$ cat src/pkg/synth_ctl_pkg.sv
// Constants for the dual-loop synthesizer power-down and mode control.
// Assumes a 200 MHz system clock; all serial pins are asynchronous to it.
package synth_ctl_pkg;
   // Serial word layout
   localparam int WORD_W = 22;
   localparam int DATA_W = 20;
   localparam int ADDR_W = 2;
   localparam logic [ADDR_W-1:0] ADDR_AUX_R = 2'h0;
   localparam logic [ADDR_W-1:0] ADDR_AUX_N = 2'h1;
   localparam logic [ADDR_W-1:0] ADDR_MAIN_R = 2'h2;
   localparam logic [ADDR_W-1:0] ADDR_MAIN_N = 2'h3;
   // Bit positions inside the 20-bit data field
   localparam int BIT_POLARITY = 15;
   localparam int BIT_GAIN = 16;
   localparam int BIT_HIZ = 17;
   localparam int BIT_SEL_LO = 18;
   localparam int BIT_SEL_HI = 19;
   localparam int BIT_SLEEP = 19;
   localparam int BIT_PRESCALE = 18;
   localparam int R_RATIO_W = 15;
   localparam int A_LSB = 0;
   localparam int A_W = 5;
   localparam int B_LSB = 5;
   localparam int B_W = 13;
   localparam int N_RATIO_W = 18;
   // Prescaler modulus as a shift: 16 when low, 32 when high
   localparam int P_SHIFT_LO = 4;
   localparam int P_SHIFT_HI = 5;
   // Loop indices
   localparam int AUX = 0;
   localparam int MAIN = 1;
   // Relative pump current: low is one quarter of high
   localparam logic [2:0] PUMP_LOW = 3'h1;
   localparam logic [2:0] PUMP_HIGH = 3'h4;
   // Lock window: a pump pulse no longer than this counts as locked
   localparam int CLK_MHZ = 200;
   localparam int LOCK_WINDOW_NS = 40;
   localparam int LOCK_W = 4;
   localparam logic [LOCK_W-1:0] LOCK_CYC = LOCK_W'(LOCK_WINDOW_NS * CLK_MHZ / 1000);
   localparam logic [LOCK_W-1:0] LEN_MAX = 4'hf;
   localparam logic [DATA_W-1:0] WORD_RESET = 20'h00000;
endpackage : synth_ctl_pkg
$ cat src/logic/synth_ctl.sv
// Power-down sequencing, pump mode bits and output pin selector for a
// two-loop frequency synthesizer, with its serial load port.
// Assumes serial clock, data, strobe, reference and prescaler inputs
// are asynchronous pins, each slow against i_clk.
//
// How it works
// - Sleeping loop holds its counters in reset
// - Counters restart from zero on wake
// - Pump low-Z: sleep after pump pulse ends
// - Pump high-Z: sleep at once
// - Oscillator buffer off only when both sleep
// - Mode bits are R-word bits 15 to 19
// - High-Z bit and 1X/4X gain select
// - Low pump current is quarter of high
// - Serial port and latches work while sleeping
// - Selector zero disables, else lock detect
// - Lock shows high with narrow low pulses
// - One high selector bit shows divider output
// - Both high, low clear: fast acquisition pull
// - Aux counter reset forces aux high-Z
// - Main counter reset forces main high-Z; all reset, both
// - Counters resume together after reset mode
// - 22-bit word latched on strobe rise
// - Sleep bit is N-word bit 19
`timescale 1ns/1ps
module synth_ctl (
   input wire logic i_clk,
   input wire logic i_srst,
   input wire logic i_ce,
   input wire logic i_ser_clk,
   input wire logic i_ser_data,
   input wire logic i_load_strobe,
   input wire logic i_osc,
   input wire logic i_aux_vco,
   input wire logic i_main_vco,
   output logic o_aux_pump_up,
   output logic o_aux_pump_dn,
   output logic o_aux_pump_hiz,
   output logic [2:0] o_aux_pump_current,
   output logic o_main_pump_up,
   output logic o_main_pump_dn,
   output logic o_main_pump_hiz,
   output logic [2:0] o_main_pump_current,
   output logic o_aux_loop_sleep,
   output logic o_main_loop_sleep,
   output logic o_osc_buf_en,
   output logic o_mfo_out,
   output logic o_mfo_oe
);

   // Whole module state
   typedef struct packed {
      // Pin synchronisers
      logic [2:0] sclk_s;
      logic [1:0] sdat_s;
      logic [2:0] le_s;
      logic [2:0] osc_s;
      logic [1:0][2:0] vco_s;

      // Serial port and latched words
      logic [synth_ctl_pkg::WORD_W-1:0] shift;
      logic [1:0][synth_ctl_pkg::DATA_W-1:0] r_word;
      logic [1:0][synth_ctl_pkg::DATA_W-1:0] n_word;

      // Dividers, phase detector and lock state
      logic [1:0][synth_ctl_pkg::R_RATIO_W-1:0] r_cnt;
      logic [1:0][synth_ctl_pkg::N_RATIO_W-1:0] n_cnt;
      logic [1:0] r_tick;
      logic [1:0] n_tick;
      logic [1:0] up;
      logic [1:0] dn;
      logic [1:0][synth_ctl_pkg::LOCK_W-1:0] pulse_len;
      logic [1:0] locked;

      // Sleep flags and registered outputs
      logic [1:0] asleep;
      logic [1:0] pump_up;
      logic [1:0] pump_dn;
      logic [1:0] pump_hiz;
      logic [1:0][2:0] pump_current;
      logic osc_buf_en;
      logic mfo_out;
      logic mfo_oe;
   } state_t;

   state_t st;
   state_t next_st;

   // Combinational helpers per loop
   logic [1:0] sel_lo;
   logic [1:0] sel_hi;
   logic [1:0] cnt_reset;
   logic [1:0] hold;
   logic [1:0] pumping;

   // Edge finders and divider ratios
   logic [1:0] osc_edge;
   logic [1:0] vco_edge;
   logic [1:0][synth_ctl_pkg::N_RATIO_W-1:0] n_ratio;
   logic [1:0][synth_ctl_pkg::R_RATIO_W-1:0] r_ratio;

   // Serial edges and lock view
   logic sclk_rise;
   logic le_rise;
   logic lock_all;
   logic lock_pulse;

   // Mode decode shared by the next-state logic
   always_comb begin
      sclk_rise = st.sclk_s[1] & ~st.sclk_s[2];
      le_rise = st.le_s[1] & ~st.le_s[2];
      for (int i = 0; i < 2; i++) begin
         // Selector bits: aux holds sel 0/1, main holds sel 2/3
         sel_lo[i] = st.r_word[i][synth_ctl_pkg::BIT_SEL_LO];
         sel_hi[i] = st.r_word[i][synth_ctl_pkg::BIT_SEL_HI];
         pumping[i] = st.up[i] | st.dn[i];
         osc_edge[i] = st.osc_s[1] & ~st.osc_s[2];
         vco_edge[i] = st.vco_s[i][1] & ~st.vco_s[i][2];
         r_ratio[i] = st.r_word[i][synth_ctl_pkg::R_RATIO_W-1:0];
      end
      // Counter reset modes need both high selector bits
      for (int i = 0; i < 2; i++) begin
         cnt_reset[i] = sel_hi[synth_ctl_pkg::AUX] & sel_hi[synth_ctl_pkg::MAIN]
                        & sel_lo[i];
         hold[i] = st.asleep[i] | cnt_reset[i];
      end
      // Feedback ratio is P times B plus A
      for (int i = 0; i < 2; i++) begin
         // Prescaler select picks the larger or smaller modulus shift
         if (st.n_word[i][synth_ctl_pkg::BIT_PRESCALE]) begin
            n_ratio[i] = synth_ctl_pkg::N_RATIO_W'(
               st.n_word[i][synth_ctl_pkg::B_LSB +: synth_ctl_pkg::B_W])
               << synth_ctl_pkg::P_SHIFT_HI;
         end else begin
            n_ratio[i] = synth_ctl_pkg::N_RATIO_W'(
               st.n_word[i][synth_ctl_pkg::B_LSB +: synth_ctl_pkg::B_W])
               << synth_ctl_pkg::P_SHIFT_LO;
         end
         // Swallow count rides on top of the modulus product
         n_ratio[i] = n_ratio[i] + synth_ctl_pkg::N_RATIO_W'(
            st.n_word[i][synth_ctl_pkg::A_LSB +: synth_ctl_pkg::A_W]);
      end
      // Lock detect view over the loops the low selector bits pick
      lock_all = (~sel_lo[synth_ctl_pkg::AUX] | st.locked[synth_ctl_pkg::AUX])
                 & (~sel_lo[synth_ctl_pkg::MAIN] | st.locked[synth_ctl_pkg::MAIN]);
      lock_pulse = (sel_lo[synth_ctl_pkg::AUX] & pumping[synth_ctl_pkg::AUX])
                   | (sel_lo[synth_ctl_pkg::MAIN] & pumping[synth_ctl_pkg::MAIN]);
   end

   // Next-state logic
   always_comb begin
      next_st = st;

      // Two-flop synchronisers, third flop only for edge finding
      // Only stages 1 and 2 feed logic; stage 0 may still be settling
      next_st.sclk_s = {st.sclk_s[1:0], i_ser_clk};
      next_st.sdat_s = {st.sdat_s[0], i_ser_data};
      next_st.le_s = {st.le_s[1:0], i_load_strobe};
      next_st.osc_s = {st.osc_s[1:0], i_osc};
      next_st.vco_s[synth_ctl_pkg::AUX] = {st.vco_s[synth_ctl_pkg::AUX][1:0], i_aux_vco};
      next_st.vco_s[synth_ctl_pkg::MAIN] = {st.vco_s[synth_ctl_pkg::MAIN][1:0], i_main_vco};

      // Serial shift, MSB first, never gated by sleep
      // Surplus leading bits drop off the top; the last 22 count
      if (sclk_rise) begin
         next_st.shift = {st.shift[synth_ctl_pkg::WORD_W-2:0], st.sdat_s[1]};
      end

      // Strobe rise moves the data field to the addressed latch
      // Address field is the two bits shifted in last
      if (le_rise) begin
         unique case (st.shift[synth_ctl_pkg::ADDR_W-1:0])
            synth_ctl_pkg::ADDR_AUX_R: begin
               next_st.r_word[synth_ctl_pkg::AUX] =
                  st.shift[synth_ctl_pkg::WORD_W-1:synth_ctl_pkg::ADDR_W];
            end
            synth_ctl_pkg::ADDR_AUX_N: begin
               next_st.n_word[synth_ctl_pkg::AUX] =
                  st.shift[synth_ctl_pkg::WORD_W-1:synth_ctl_pkg::ADDR_W];
            end
            synth_ctl_pkg::ADDR_MAIN_R: begin
               next_st.r_word[synth_ctl_pkg::MAIN] =
                  st.shift[synth_ctl_pkg::WORD_W-1:synth_ctl_pkg::ADDR_W];
            end
            synth_ctl_pkg::ADDR_MAIN_N: begin
               next_st.n_word[synth_ctl_pkg::MAIN] =
                  st.shift[synth_ctl_pkg::WORD_W-1:synth_ctl_pkg::ADDR_W];
            end
         endcase
      end

      for (int i = 0; i < 2; i++) begin
         // Reference and feedback dividers, held at zero while idle
         // Both restart from zero together, so R and N stay in step
         next_st.r_tick[i] = 1'b0;
         next_st.n_tick[i] = 1'b0;
         if (hold[i]) begin
            next_st.r_cnt[i] = '0;
            next_st.n_cnt[i] = '0;
         end else begin
            if (osc_edge[i]) begin
               if (st.r_cnt[i] >= r_ratio[i] - 15'h0001) begin
                  next_st.r_cnt[i] = '0;
                  next_st.r_tick[i] = 1'b1;
               end else begin
                  next_st.r_cnt[i] = st.r_cnt[i] + 15'h0001;
               end
            end
            if (vco_edge[i]) begin
               if (st.n_cnt[i] >= n_ratio[i] - 18'h00001) begin
                  next_st.n_cnt[i] = '0;
                  next_st.n_tick[i] = 1'b1;
               end else begin
                  next_st.n_cnt[i] = st.n_cnt[i] + 18'h00001;
               end
            end
         end

         // Phase detector: a pulse runs from one tick to the other
         // Coincident ticks cancel, so an aligned loop shows no pulse
         if (hold[i]) begin
            next_st.up[i] = 1'b0;
            next_st.dn[i] = 1'b0;
         end else if ((st.up[i] | st.r_tick[i]) & (st.dn[i] | st.n_tick[i])) begin
            next_st.up[i] = 1'b0;
            next_st.dn[i] = 1'b0;
         end else begin
            next_st.up[i] = st.up[i] | st.r_tick[i];
            next_st.dn[i] = st.dn[i] | st.n_tick[i];
         end

         // Pulse width measure decides lock at each pulse end
         // Count saturates so very long pulses cannot wrap into lock
         if (pumping[i]) begin
            if (st.pulse_len[i] != synth_ctl_pkg::LEN_MAX) begin
               next_st.pulse_len[i] = st.pulse_len[i] + 4'h1;
            end
            if (st.pulse_len[i] > synth_ctl_pkg::LOCK_CYC) begin
               next_st.locked[i] = 1'b0;
            end
         end else begin
            next_st.pulse_len[i] = '0;
         end
         if (pumping[i] & ~(next_st.up[i] | next_st.dn[i])) begin
            next_st.locked[i] = (st.pulse_len[i] <= synth_ctl_pkg::LOCK_CYC);
         end
         if (hold[i]) begin
            next_st.locked[i] = 1'b0;
         end

         // Sleep entry, taken only from the latched words
         // A half-shifted word never reaches here, so no false sleep
         if (!st.n_word[i][synth_ctl_pkg::BIT_SLEEP]) begin
            next_st.asleep[i] = 1'b0;
         end else if (st.r_word[i][synth_ctl_pkg::BIT_HIZ]) begin
            next_st.asleep[i] = 1'b1;
         end else if (!pumping[i]) begin
            next_st.asleep[i] = 1'b1;
         end

         // Pump drive; polarity high means reference lead pumps up
         // Sleep and counter-reset modes force high impedance as well
         next_st.pump_hiz[i] = st.r_word[i][synth_ctl_pkg::BIT_HIZ] | hold[i];
         if (next_st.pump_hiz[i]) begin
            next_st.pump_up[i] = 1'b0;
            next_st.pump_dn[i] = 1'b0;
         end else if (st.r_word[i][synth_ctl_pkg::BIT_POLARITY]) begin
            next_st.pump_up[i] = st.up[i];
            next_st.pump_dn[i] = st.dn[i];
         end else begin
            next_st.pump_up[i] = st.dn[i];
            next_st.pump_dn[i] = st.up[i];
         end
         // Gain bit picks the 4X or the quarter-size 1X current
         if (st.r_word[i][synth_ctl_pkg::BIT_GAIN]) begin
            next_st.pump_current[i] = synth_ctl_pkg::PUMP_HIGH;
         end else begin
            next_st.pump_current[i] = synth_ctl_pkg::PUMP_LOW;
         end
      end

      // Oscillator buffer stays on while any loop runs
      // Next-state flags keep it in step with the sleep outputs
      next_st.osc_buf_en = ~(next_st.asleep[synth_ctl_pkg::AUX]
                             & next_st.asleep[synth_ctl_pkg::MAIN]);

      // Multifunction pin: open drain pulls low when enabled
      // Divider modes drive the tick; other modes only pull low
      next_st.mfo_out = 1'b0;
      next_st.mfo_oe = 1'b0;
      unique case ({sel_hi[synth_ctl_pkg::MAIN], sel_hi[synth_ctl_pkg::AUX]})
         2'b00: begin
            if (sel_lo[synth_ctl_pkg::AUX] | sel_lo[synth_ctl_pkg::MAIN]) begin
               next_st.mfo_oe = ~lock_all | lock_pulse;
            end
         end
         2'b01: begin
            next_st.mfo_oe = 1'b1;
            next_st.mfo_out = sel_lo[synth_ctl_pkg::AUX] ?
               st.n_tick[synth_ctl_pkg::AUX] : st.r_tick[synth_ctl_pkg::AUX];
         end
         2'b10: begin
            next_st.mfo_oe = 1'b1;
            next_st.mfo_out = sel_lo[synth_ctl_pkg::AUX] ?
               st.n_tick[synth_ctl_pkg::MAIN] : st.r_tick[synth_ctl_pkg::MAIN];
         end
         2'b11: begin
            if (~sel_lo[synth_ctl_pkg::AUX] & ~sel_lo[synth_ctl_pkg::MAIN]) begin
               // Damping resistor grounded while main gain is high
               next_st.mfo_oe = st.r_word[synth_ctl_pkg::MAIN][synth_ctl_pkg::BIT_GAIN];
            end else begin
               // Counter-reset modes leave the pin released
               next_st.mfo_oe = 1'b0;
            end
         end
      endcase
   end

   // State register with clock enable and synchronous reset
   // Pumps start high impedance until the words are decoded
   always_ff @(posedge i_clk) begin
      if (i_srst) begin
         st <= '0;
         st.r_word <= {synth_ctl_pkg::WORD_RESET, synth_ctl_pkg::WORD_RESET};
         st.n_word <= {synth_ctl_pkg::WORD_RESET, synth_ctl_pkg::WORD_RESET};
         st.pump_hiz <= 2'h3;
         st.pump_current <= {synth_ctl_pkg::PUMP_LOW, synth_ctl_pkg::PUMP_LOW};
         st.osc_buf_en <= 1'b1;
      end else if (i_ce) begin
         st <= next_st;
      end
   end

   // Outputs straight from state flops
   // Sleep flags also tell the outside that counters are held
   assign o_aux_pump_up = st.pump_up[synth_ctl_pkg::AUX];
   assign o_aux_pump_dn = st.pump_dn[synth_ctl_pkg::AUX];
   assign o_aux_pump_hiz = st.pump_hiz[synth_ctl_pkg::AUX];
   assign o_aux_pump_current = st.pump_current[synth_ctl_pkg::AUX];
   assign o_main_pump_up = st.pump_up[synth_ctl_pkg::MAIN];
   assign o_main_pump_dn = st.pump_dn[synth_ctl_pkg::MAIN];
   assign o_main_pump_hiz = st.pump_hiz[synth_ctl_pkg::MAIN];
   assign o_main_pump_current = st.pump_current[synth_ctl_pkg::MAIN];
   assign o_aux_loop_sleep = st.asleep[synth_ctl_pkg::AUX];
   assign o_main_loop_sleep = st.asleep[synth_ctl_pkg::MAIN];
   assign o_osc_buf_en = st.osc_buf_en;
   assign o_mfo_out = st.mfo_out;
   assign o_mfo_oe = st.mfo_oe;

endmodule : synth_ctl

$ cat config.mk
export PLATFORM = sky130hd
export DESIGN_NAME = synth_ctl
export DESIGN_NICKNAME = d
export VERILOG_FILES = /design/src/pkg/synth_ctl_pkg.sv /design/src/logic/synth_ctl.sv
export SDC_FILE = /design/constraint.sdc
export NUM_CORES = 1
export LEC_CHECK = 0
export BUFFER_PORTS_ARGS = -buffer_cell sky130_fd_sc_hd__buf_2
export CAP_MARGIN = 20
export CORE_MARGIN = 1.5
export CORE_UTILIZATION = 51
export CTS_BUF_LIST = sky130_fd_sc_hd__clkbuf_4 sky130_fd_sc_hd__clkbuf_8
export DETAILED_ROUTE_END_ITERATION = 7
export PLACE_DENSITY = 0.71
export SLEW_MARGIN = 5
export SYNTH_ARGS = -nofsm -noshare
export SYNTH_HDL_FRONTEND = slang
export SYNTH_SLANG_ARGS = --single-unit
$ cat constraint.sdc
create_clock -name i_clk -period 4 [get_ports i_clk]
set_input_delay 0.2 -clock i_clk [delete_from_list [all_inputs] [get_ports i_clk]]
set_output_delay 0.2 -clock i_clk [all_outputs]
set_load 0.03 [all_outputs]
==> impl_results.rst, run 1 <==
.. list-table::
   :header-rows: 1

   * - Metric
     - Value
   * - Status
     - complete, no violations
   * - Count of input and output buffers
     - 23
   * - Count of buffer and inverter cells on the critical path
     - 3
   * - Cell Area, Synth
     - 12500 sq um
   * - # Max-Cap Violations
     - 0
   * - Critical path cell sequence
     - buf_12 -> mux2i_4 -> inv_1 -> ha_2 -> a211oi_2 -> nor2_2 -> nor3_1 -> nor2_1 -> a311oi_2 -> o21ai_1 -> xnor2_1 -> ha_1 -> and4_1 -> a221oi_2 -> o211ai_2 -> buf_4 -> nor3_4 -> nand3b_1 -> a21oi_1
   * - Portion of the post-synthesis area used by sequential elements
     - 34.8%
   * - Largest buffer count on any clock path
     - 3
   * - Category of the worst setup path launch point
     - register
   * - Final Cycle Share
     - between 90% and 100%
   * - Highest fanout seen on the critical path
     - 5
   * - Headroom to the max-slew limit
     - 40.3%
   * - Most frequently used flop master after synthesis
     - dfxtp_1
   * - Worst hold-check path type
     - input pin to register
   * - Most common cell after layout, fill and taps aside
     - nand2_1
   * - DRT antenna net count
     - 0
   * - Critical path depth in cells
     - 19
   * - Total vias in the final route
     - ~11k
   * - TritonCTS clock tree
     - built
   * - Number of unique standard cell types used by synthesis
     - 68
   * - Routed WL
     - 30500 um
   * - RSZ-0062 raised after global routing
     - yes
   * - Latest clock arrival within the worst-skew pair
     - 0.55 ns
   * - Mean cell area of the mapped netlist
     - just under 8 sq um
   * - Effective utilization at floorplan
     - 51.7%
   * - Grt total ovfl
     - 0
   * - Worst setup EP type
     - register
   * - Maximum vdd drop
     - ~0.00027 V
   * - Total global routing track utilization
     - between 20 and 25%
   * - Startpoint-to-endpoint class of the critical path
     - register to register
   * - Yosys warns
     - 0
   * - Post-layout min period
     - 3.97 ns
   * - Antenna violations before repair
     - 0
   * - Number of global-route vias before repair
     - 10.3k
   * - DRC violation count after routing
     - 0
   * - Leakage power
     - ~6 nW
   * - Top-Level Pins
     - 26
   * - Total number of clock tree sinks
     - roughly 220
   * - Data required time of the worst path
     - 4.48 ns
   * - Placeable Area
     - between 20000 and 25000 sq um
   * - Number of synthesized flops with an enable pin
     - 0
   * - Number of levels in the clock H-tree
     - 2
   * - HPWL after detailed placement
     - slightly above 20000 um
   * - Slew at the pin closest to its max-slew limit
     - 0.892 ns
   * - Number of max-slew violations in the final report
     - 0
   * - Syn Inst Count
     - about 1.6k
   * - Crit-path max cell delay
     - 0.38 ns
   * - Register bit count reported by yosys
     - around 220
   * - Minimum setup slack after placement
     - -0.125 ns
   * - Via density per instance
     - roughly 5.6
   * - Number of buffers added by the clock tree synthesis step
     - 39
   * - Async set or reset register ratio after synthesis
     - 0%
   * - Peak Freq
     - ~250 MHz
   * - Wire per inst
     - approximately 15 um
   * - Area overhead of the layout relative to synthesis
     - 16.9%
   * - Routability congestion estimate
     - roughly 0.85
   * - Area of the die
     - 25500 sq um
   * - Worst hold path cell count
     - 3
   * - Clock skew
     - 0.0179 ns
   * - Total number of placement rows
     - between 50 and 60
   * - Post-layout instance count excluding filler cells
     - about 2k
   * - Maximum number of pins on one net before global-route repair
     - 65
   * - Die width
     - 160 um
   * - Critical-path cell with the highest stage delay
     - dfxtp_4
   * - Count of final setup violators
     - 0
   * - First-pass GRT wire length
     - just under 50000 um
   * - Ratio of cells with drive above 1 in the final layout
     - 14.1%
   * - Final Hold Violating Endpoints
     - 0
   * - Total power divided by cell area
     - 305 nW/um^2
   * - Post-placement cell count
     - around 1.9k
   * - Worst-path clk slew
     - 0.06 ns
   * - Top library cells by usage in the layout, fill and taps aside
     - nand2_1, dfxtp_1, a21oi_1
   * - Data arrival time of the worst path
     - about 4.4 ns
   * - Number of inserted diodes
     - 0
   * - Clock root cell
     - clkbuf_8
   * - Register-to-Register Path Depth
     - 19
   * - Gate family responsible for the most delay along the worst path
     - compound AO/OA/AOI/OAI gates
   * - DRC violation total after the first TritonRoute iteration
     - 651
   * - First-pass detailed-route iteration total
     - 5
   * - Layout net count
     - roughly 1.8k
   * - Worst Slack Setup Final
     - 0.0317 ns
   * - Vertical die dimension
     - between 150 and 200 um
-- worst register-to-register path, delay by kind of cell, from the launching register on --
family | cells | cell delay, ns
compound gates | 6 | 1.28
xor+xnor | 1 | 0.14
fa+ha+maj | 2 | 0.56
buf+inv | 3 | 0.41
flops | 1 | 0.38
mux | 1 | 0.24
simple gates | 6 | 0.92
-- cells by family after synthesis --
logic type               Yosys count  share of synthesized area, %
AO/OA/AOI/OAI                    362                          16.4
AND/OR/NAND/NOR                  628                          22.8
flip-flops                       218                          34.8
adder cells (fa/ha/maj)          116                          11.7
buffers and inverters            134                          4.29
other                              1                        0.0299
multiplexers                      51                          4.11
XOR/XNOR                          84                          5.86
-- cell type report --
| type | count | area [sq um] |
|---|---|---|
| fill | 2135 | 9580 |
| multi-input combinational | 1245 | 8150 |
| sequential | 218 | 4370 |
| clock buffer | 58 | 761 |
| timing repair buffer | 82 | 664 |
| tap | 324 | 405 |
| inverter | 67 | 251 |
| clock inverter | 11 | 63.8 |
-- final timing paths --
path	startpoint	slack (ns)	to
worst max-delay path	st[139]$_SDFFE_PP0P_	0.03	st[55]$_SDFFE_PP0P_
worst max register to register	st[139]$_SDFFE_PP0P_	0.03	st[55]$_SDFFE_PP0P_
worst min register to register	st[216]$_SDFFE_PP0P_	0.46	st[181]$_SDFFE_PP0P_
worst min-delay path	i_ce	0.21	st[32]$_SDFFE_PP0P_
-- state kept, by name (all words and copies together), names as in the netlist, 2 cells and up --
name,flops
sel_hi,2
r_ratio,30
sel_lo,2
o_main_pump_current,2
o_aux_pump_current,2
next_st,11
st,158
-- repair_timing --
| item | CTS | global route |
|---|---|---|
| setup buffers | 3 | 14 |
| gates resized for setup | 4 | 97 |
| cloned | 1 | 3 |
| pin swaps | 3 | 43 |
| endpoints found under the hold margin | 6 | 0 |
| hold buffers | 6 | 0 |
| endpoints found under the setup margin | 19 | 38 |
-- cell usage after synthesis, types with 9 or more instances --
library cell	n	area (sq um)
nand2_1	289	1080
dfxtp_1	218	4360
a21oi_1	203	1020
nor2_1	138	518
ha_1	114	1430
o21ai_0	70	350
inv_1	67	251
clkbuf_1	48	180
mux2i_1	47	470
xnor2_1	43	377
nand3_1	41	205
xor2_1	41	359
nor3_1	36	180
a21o_1	17	128
nand4_1	17	106
and3_1	15	93.8
a211oi_1	14	105
nand2b_1	14	87.6
nand3b_1	14	105
nor2b_1	11	68.8
nor4_1	10	62.6
a31oi_1	9	56.3
-- metal layers --
metal  vias to the layer above  GRT usage (%)  share of wire, %
met1                      5259           31.2                47
li1                       5662              -                 -
met2                       211           37.5                47
met3                        45           3.38               4.0
met4                         0           7.69               2.1
met5                         -              0                 0
-- power by group --
group / internal [W] / switching, W / leakage (nW)
logic: 0.0000404 / 0.0000886 / 3.86
registers: 0.00218 / 0.00000532 / 1.76
clock network: 0.00122 / 0.000943 / 0.443
total: 0.00344 / 0.00104 / 6.06
-- per-stage QoR --
step                hold slack, ns  TNS (ns)  instance area, sq um  util (%)  power [W]
finish                       0.212         0                 14700      60.5    0.00448
global route                 0.223     -1.91                 14700      60.5    0.00464
CTS                          0.177         0                 14100      58.0    0.00452
detailed placement           0.440     -1.17                 13100      54.1    0.00235
global placement             0.433         0                 13100      54.1    0.00235
floorplan                    0.347         0                 12600         -    0.00232
Note: power is estimated with default switching activity, not from simulation.
==> inputs of run 2 (changes only) <==
--- a/config.mk
+++ b/config.mk
@@ -5,11 +5,12 @@
 export SDC_FILE = /design/constraint.sdc
 export NUM_CORES = 1
 export LEC_CHECK = 0
+export ABC_CLOCK_PERIOD_IN_PS = 4000
 export BUFFER_PORTS_ARGS = -buffer_cell sky130_fd_sc_hd__buf_2
 export CAP_MARGIN = 20
 export CORE_MARGIN = 1.5
 export CORE_UTILIZATION = 51
-export CTS_BUF_LIST = sky130_fd_sc_hd__clkbuf_4 sky130_fd_sc_hd__clkbuf_8
+export CTS_BUF_LIST = sky130_fd_sc_hd__clkbuf_8
 export DETAILED_ROUTE_END_ITERATION = 7
 export PLACE_DENSITY = 0.71
 export SLEW_MARGIN = 5
==> impl_results.rst, run 2 (same netlist as run 1, synthesis figures left out) <==
.. list-table::
   :header-rows: 1

   * - Metric
     - Value
   * - Total global routing track utilization
     - between 20 and 25%
   * - Number of global-route vias before repair
     - about 10k
   * - TritonCTS clock tree
     - built
   * - Data arrival time of the worst path
     - 4.45 ns
   * - Post-layout min period
     - 3.97 ns
   * - Placeable Area
     - around 24000 sq um
   * - Minimum setup slack after placement
     - -0.125 ns
   * - Number of buffers added by the clock tree synthesis step
     - 39
   * - Number of max-slew violations in the final report
     - 0
   * - Highest fanout seen on the critical path
     - 5
   * - Crit-path max cell delay
     - 0.38 ns
   * - Critical Path Sink
     - st[55]$_SDFFE_PP0P_
   * - Area of the die
     - around 26000 sq um
   * - Grt total ovfl
     - 0
   * - # Max-Cap Violations
     - 0
   * - Register-to-Register Path Depth
     - 19
   * - DRT antenna net count
     - 0
   * - Most common cell after layout, fill and taps aside
     - nand2_1
   * - Count of buffer and inverter cells on the critical path
     - 3
   * - Startpoint-to-endpoint class of the critical path
     - register to register
   * - First-pass GRT wire length
     - a little under 50000 um
   * - Routed WL
     - 30700 um
   * - Number of inserted diodes
     - 0
   * - Power share of the combinational group
     - roughly 2.9%
   * - Wire per inst
     - between 15 and 20 um
   * - Slew at the pin closest to its max-slew limit
     - approximately 0.9 ns
   * - Post-layout instance count excluding filler cells
     - about 2k
   * - Area overhead of the layout relative to synthesis
     - 17.5%
   * - Top library cells by usage in the layout, fill and taps aside
     - nand2_1, dfxtp_1, a21oi_1
   * - Maximum number of pins on one net before global-route repair
     - 65
   * - Critical-path cell with the highest stage delay
     - dfxtp_4
   * - HPWL after detailed placement
     - approximately 21000 um
   * - Startpoint of the most critical setup path
     - st[139]$_SDFFE_PP0P_
   * - Number of levels in the clock H-tree
     - 2
   * - Reg with most FFs
     - st
   * - Number of flip-flops under the largest register name
     - ~160
   * - Effective utilization at floorplan
     - about half
   * - Switching pwr
     - about 0.0010 W
   * - Antenna violations before repair
     - 0
   * - Clock root cell
     - clkbuf_8
   * - Count of input and output buffers
     - 23
   * - Total power divided by cell area
     - 300 nW/um^2
   * - Multi-input gate area
     - 8200 sq um
   * - Final Cycle Share
     - ~100%
   * - Critical path cell sequence
     - buf_12 -> mux2i_4 -> inv_1 -> ha_2 -> a211oi_2 -> nor2_2 -> nor3_1 -> nor2_1 -> a311oi_2 -> o21ai_1 -> xnor2_1 -> ha_1 -> and4_1 -> a221oi_2 -> o211ai_2 -> buf_4 -> nor3_4 -> nand3b_1 -> a21oi_1
   * - Design internal power
     - ~0.0034 W
   * - Worst Slack Setup Final
     - 0.0295 ns
   * - Data required time of the worst path
     - roughly 4.5 ns
   * - Worst hold-check path type
     - input pin to register
   * - Clock skew
     - roughly 0.019 ns
   * - Peak Freq
     - 252 MHz
   * - Largest buffer count on any clock path
     - 3
   * - Vertical die dimension
     - about 160 um
   * - Switching share of total power
     - approximately a quarter
   * - Count of filler cells inserted in the layout
     - between 2k and 2.5k
   * - Total number of clock tree sinks
     - around 220
   * - Total vias in the final route
     - roughly 11k
   * - Post-placement cell count
     - ~1.9k
   * - Fraction of power consumed by sequential logic
     - between 40% and 50%
   * - Worst flop-to-flop path endpoint
     - st[55]$_SDFFE_PP0P_
   * - Critical path depth in cells
     - 19
   * - DRC violation count after routing
     - 0
   * - Status
     - complete, no violations
   * - Maximum vdd drop
     - 0.000269 V
   * - Worst R2R Setup Slack
     - 0.03 ns
   * - Total number of placement rows
     - 57
   * - Clock share of power
     - between 40 and 50%
   * - Category of the worst setup path launch point
     - register
   * - FF/Latch Area
     - roughly 4400 sq um
   * - Worst-path clk slew
     - about 0.060 ns
   * - Reg2Reg Launch Point
     - st[139]$_SDFFE_PP0P_
   * - Top-Level Pins
     - 26
   * - DRC violation total after the first TritonRoute iteration
     - 686
   * - First-pass detailed-route iteration total
     - 5
   * - Latest clock arrival within the worst-skew pair
     - 0.55 ns
   * - Worst setup EP type
     - register
   * - Die width
     - approximately 160 um
   * - Headroom to the max-slew limit
     - 40.4%
   * - Via density per instance
     - between 5 and 6
   * - Leakage power
     - a little over 6 nW
   * - Routability congestion estimate
     - roughly 0.85
   * - Ratio of cells with drive above 1 in the final layout
     - 14.3%
   * - Gate family responsible for the most delay along the worst path
     - compound AO/OA/AOI/OAI gates
   * - Final Hold Violating Endpoints
     - 0
   * - Count of final setup violators
     - 0
   * - RSZ-0062 raised after global routing
     - yes
   * - Layout net count
     - 1781
==> run 2: changes by cell type in the layout (fill, tap and decap cells not counted), sizes merged <==
cell    change
nand4b      -1
buf         +4
inv         +6
clkbuf      -6
==> run 2: how the worst min path moves through the flow <==
stage | startpoint | depth (start not counted) | slack, ns | to
2_1_floorplan | i_aux_vco | 2 | 0.35 | next_st[204]$_SDFFE_PP0P_
4_1_cts | i_ce | 3 | 0.18 | st[32]$_SDFFE_PP0P_
3_5_place_dp | i_ser_data | 3 | 0.44 | next_st[216]$_SDFFE_PP0P_
3_3_place_gp | i_ser_clk | 3 | 0.43 | next_st[218]$_SDFFE_PP0P_
6_report | i_ce | 3 | 0.21 | st[32]$_SDFFE_PP0P_
5_1_grt | i_ce | 3 | 0.22 | st[32]$_SDFFE_PP0P_
==> run 2: layer usage <==
layer | track usage [%] | up-vias | wire length (um)
li1 | - | 5664 | -
met1 | 31.2 | 5249 | 14500
met2 | 37.4 | 214 | 14300
met3 | 3.38 | 47 | 1220
met4 | 7.69 | 0 | 688
met5 | 0 | - | 0
==> run 2: layout make-up <==
type                            count  share of cell area [%]
Timing Repair Buffer               86                    4.80
Clock buffer                       52                    4.86
Sequential cell                   218                    29.7
Inverter                           67                    1.71
Tap cell                          324                    2.75
Clock inverter                     17                   0.586
Multi-Input combinational cell   1244                    55.6
==> run 2: worst min-delay path, delay by kind of cell <==
family                 cells  cell delay (ns)
buffers and inverters      1             0.28
AND/OR/NAND/NOR            1             0.15
AO/OA/AOI/OAI              1             0.06
==> run 2: power by group through the flow <==
stage	logic (W)	clock network (W)	registers, W
after floorplan	0.0000837	0	0.00223
after global placement	0.000117	0	0.00223
after detailed placement	0.000119	0	0.00223
after CTS	0.000125	0.00215	0.00219
after global routing	0.000141	0.00226	0.00218
final	0.000128	0.00211	0.00218
==> run 2: stage by stage <==
stage	setup TNS (ns)	instance area (sq um)	hold slack, ns	utilization, %	total power, W
floorplan	0	12600	0.347	-	0.00232
global placement	0	13100	0.433	54.1	0.00235
detailed placement	-1.17	13100	0.440	54.1	0.00235
CTS	0	14000	0.177	57.9	0.00446
global route	-1.90	14700	0.223	60.8	0.00458
finish	0	14700	0.211	60.8	0.00442
==> run 2: what timing repair did <==
action	4_1_cts	5_1_grt
gates resized for setup	4	103
hold buffers	6	0
endpoints found under the setup margin	19	38
gates cloned	1	2
endpoints found under the hold margin	6	0
pin swaps	3	50
setup buffers	3	18
==> inputs of run 3 (changes only) <==
--- a/config.mk
+++ b/config.mk
@@ -13,6 +13,7 @@
 export CTS_BUF_LIST = sky130_fd_sc_hd__clkbuf_8
 export DETAILED_ROUTE_END_ITERATION = 7
 export PLACE_DENSITY = 0.71
+export REMOVE_ABC_BUFFERS = 1
 export SLEW_MARGIN = 5
 export SYNTH_ARGS = -nofsm -noshare
 export SYNTH_HDL_FRONTEND = slang
==> impl_results.rst, run 3 (same netlist as run 1, synthesis figures left out) <==
.. list-table::
   :header-rows: 1

   * - Metric
     - Value
   * - Count of final setup violators
     - 0
   * - Routed WL
     - ~30000 um
   * - DRC violation total after the first TritonRoute iteration
     - about 650
   * - Worst-path clk slew
     - approximately 0.060 ns
   * - Worst setup EP type
     - register
   * - Count of filler cells inserted in the layout
     - roughly 2.2k
   * - Gate family responsible for the most delay along the worst path
     - compound AO/OA/AOI/OAI gates
   * - Maximum vdd drop
     - slightly above 0.0003 V
   * - Routability congestion estimate
     - 0.815
   * - Critical-path cell with the highest stage delay
     - dfxtp_2
   * - Cell repeated most along the worst path
     - o21ai_1
   * - Layout net count
     - roughly 1.8k
   * - Number of levels in the clock H-tree
     - 2
   * - TritonCTS clock tree
     - built
   * - RSZ-0062 raised after global routing
     - yes
   * - DRC violation count after routing
     - 0
   * - Count of buffer and inverter cells on the critical path
     - 4
   * - Register-to-Register Path Depth
     - 19
   * - Final Hold Violating Endpoints
     - 0
   * - Startpoint-to-endpoint class of the critical path
     - register to register
   * - Critical path depth in cells
     - 19
   * - First-pass GRT wire length
     - 48900 um
   * - Largest buffer count on any clock path
     - 3
   * - Number of global-route vias before repair
     - 10.5k
   * - HPWL after detailed placement
     - roughly 20000 um
   * - Area overhead of the layout relative to synthesis
     - 16.6%
   * - Headroom to the max-slew limit
     - ~42%
   * - Final Cycle Share
     - 97.4%
   * - Leakage power
     - approximately 6.1 nW
   * - Number of buffers added by the clock tree synthesis step
     - 37
   * - Post-layout min period
     - 3.90 ns
   * - Number of flip-flops under the largest register name
     - 158
   * - Post-placement cell count
     - slightly below 2k
   * - Peak Freq
     - between 200 and 300 MHz
   * - Post-layout instance count excluding filler cells
     - between 2k and 2.5k
   * - Number of max-slew violations in the final report
     - 0
   * - Critical path cell sequence
     - buf_12 -> mux2i_4 -> inv_1 -> ha_4 -> buf_4 -> and4_4 -> o21ai_1 -> o31a_1 -> a21oi_2 -> xnor2_1 -> ha_1 -> nand4_1 -> nor4_2 -> o21ai_1 -> o211ai_2 -> buf_6 -> nor3_2 -> o21ai_1 -> a21oi_1
   * - Number of inserted diodes
     - 0
   * - Ratio of cells with drive above 1 in the final layout
     - about 14%
   * - Worst hold path cell count
     - 2
   * - Effective utilization at floorplan
     - 51.7%
   * - First-pass detailed-route iteration total
     - 6
   * - Status
     - complete, no violations
   * - Antenna violations before repair
     - 0
   * - # Max-Cap Violations
     - 0
   * - Vertical die dimension
     - between 150 and 200 um
   * - Amount of wire on met2 after detailed routing
     - between 10000 and 15000 um
   * - Data required time of the worst path
     - approximately 4.4 ns
   * - Data arrival time of the worst path
     - 4.28 ns
   * - Final-layout worst hold slack
     - ~0.11 ns
   * - Placeable Area
     - ~24000 sq um
   * - Met1 routed wirelength after detailed routing
     - between 10000 and 15000 um
   * - Category of the worst setup path launch point
     - register
   * - Total power divided by cell area
     - between 200 and 300 nW/um^2
   * - Area of the die
     - between 20000 and 30000 sq um
   * - Routed wire length on met3
     - ~1400 um
   * - Top library cells by usage in the layout, fill and taps aside
     - nand2_1, dfxtp_1, a21oi_1
   * - Reg with most FFs
     - st
   * - Die width
     - around 160 um
   * - Total number of clock tree sinks
     - 218
   * - Slew at the pin closest to its max-slew limit
     - roughly 0.87 ns
   * - Uppermost layer routed
     - met4
   * - Grt total ovfl
     - 0
   * - Total global routing track utilization
     - between 20% and 30%
   * - Latest clock arrival within the worst-skew pair
     - roughly 0.54 ns
   * - Total number of placement rows
     - 57
   * - Total vias in the final route
     - between 10k and 15k
   * - Maximum number of pins on one net before global-route repair
     - 83
   * - Clock root cell
     - clkbuf_8
   * - Top-Level Pins
     - 26
   * - Wire per inst
     - around 15 um
   * - Via density per instance
     - between 5 and 6
   * - Most common cell after layout, fill and taps aside
     - nand2_1
   * - Worst hold-check path type
     - input pin to register
   * - Clock skew
     - between 0.015 and 0.02 ns
   * - Count of input and output buffers
     - 23
   * - Crit-path max cell delay
     - ~0.35 ns
   * - Highest fanout seen on the critical path
     - 8
   * - DRT antenna net count
     - 0
[run 3: cell types whose count changed in the layout (fill, tap and decap cells not counted), sizes merged]
| cell | before | now |
|---|---|---|
| clkinv | 9 | 4 |
| clkbuf | 54 | 45 |
| inv | 74 | 78 |
| nand2b | 15 | 14 |
| clkinvlp | 1 | 2 |
| nand4b | 3 | 4 |
| buf | 78 | 87 |
[run 3: metrics by stage]
| stage | instance area, sq um | power [W] | setup TNS, ns | util (%) | setup WS, ns |
|---|---|---|---|---|---|
| finish | 14600 | 0.00424 | 0 | 60.3 | 0.103 |
| global route | 14600 | 0.00438 | -2.63 | 60.3 | -0.159 |
| CTS | 13900 | 0.00428 | 0 | 57.5 | 0.00795 |
| detailed placement | 13200 | 0.00235 | -0.396 | 54.3 | -0.0766 |
| global placement | 13200 | 0.00235 | 0 | 54.3 | 0.0667 |
| floorplan | 12300 | 0.00228 | -2.21 | - | -0.125 |
[run 3: routing by layer]
| layer | vias to the layer above | global-route usage [%] |
|---|---|---|
| met1 | 5237 | 29.1 |
| met5 | - | 0 |
| li1 | 5668 | - |
| met4 | 0 | 6.29 |
| met2 | 227 | 38.9 |
| met3 | 47 | 3.35 |
[run 3: repair_timing]
action	CTS	global route
hold buffers	6	0
gates resized for setup	2	122
setup endpoints to repair	18	38
endpoints found under the hold margin	6	0
setup buffers	0	16
cloned	0	1
pin swaps	1	39
[run 3: power breakdown]
group          internal (W)  switching, W
clock network       0.00102      0.000911
logic             0.0000365     0.0000870
registers           0.00218    0.00000569
[run 3: final cells by class]
type                    count  area (sq um)  share of cell area, %
inverters                  67           251                   1.72
well taps                 324           405                   2.77
flip-flops and latches    218          4370                   29.9
clock buffers              45           619                   4.23
clock inverters            17          83.8                  0.573
repair buffers             93           709                   4.85
multi-input cells        1244          8190                   56.0
[run 3: final timing paths]
kind,start,end,slack (ns)
max,st[139]$_SDFFE_PP0P_,st[57]$_SDFFE_PP0P_,0.10
min,i_srst,st[86]$_SDFFE_PP0P_,0.11
max reg2reg,st[139]$_SDFFE_PP0P_,st[57]$_SDFFE_PP0P_,0.10
min reg2reg,st[125]$_SDFFE_PP0P_,st[125]$_SDFFE_PP0P_,0.46
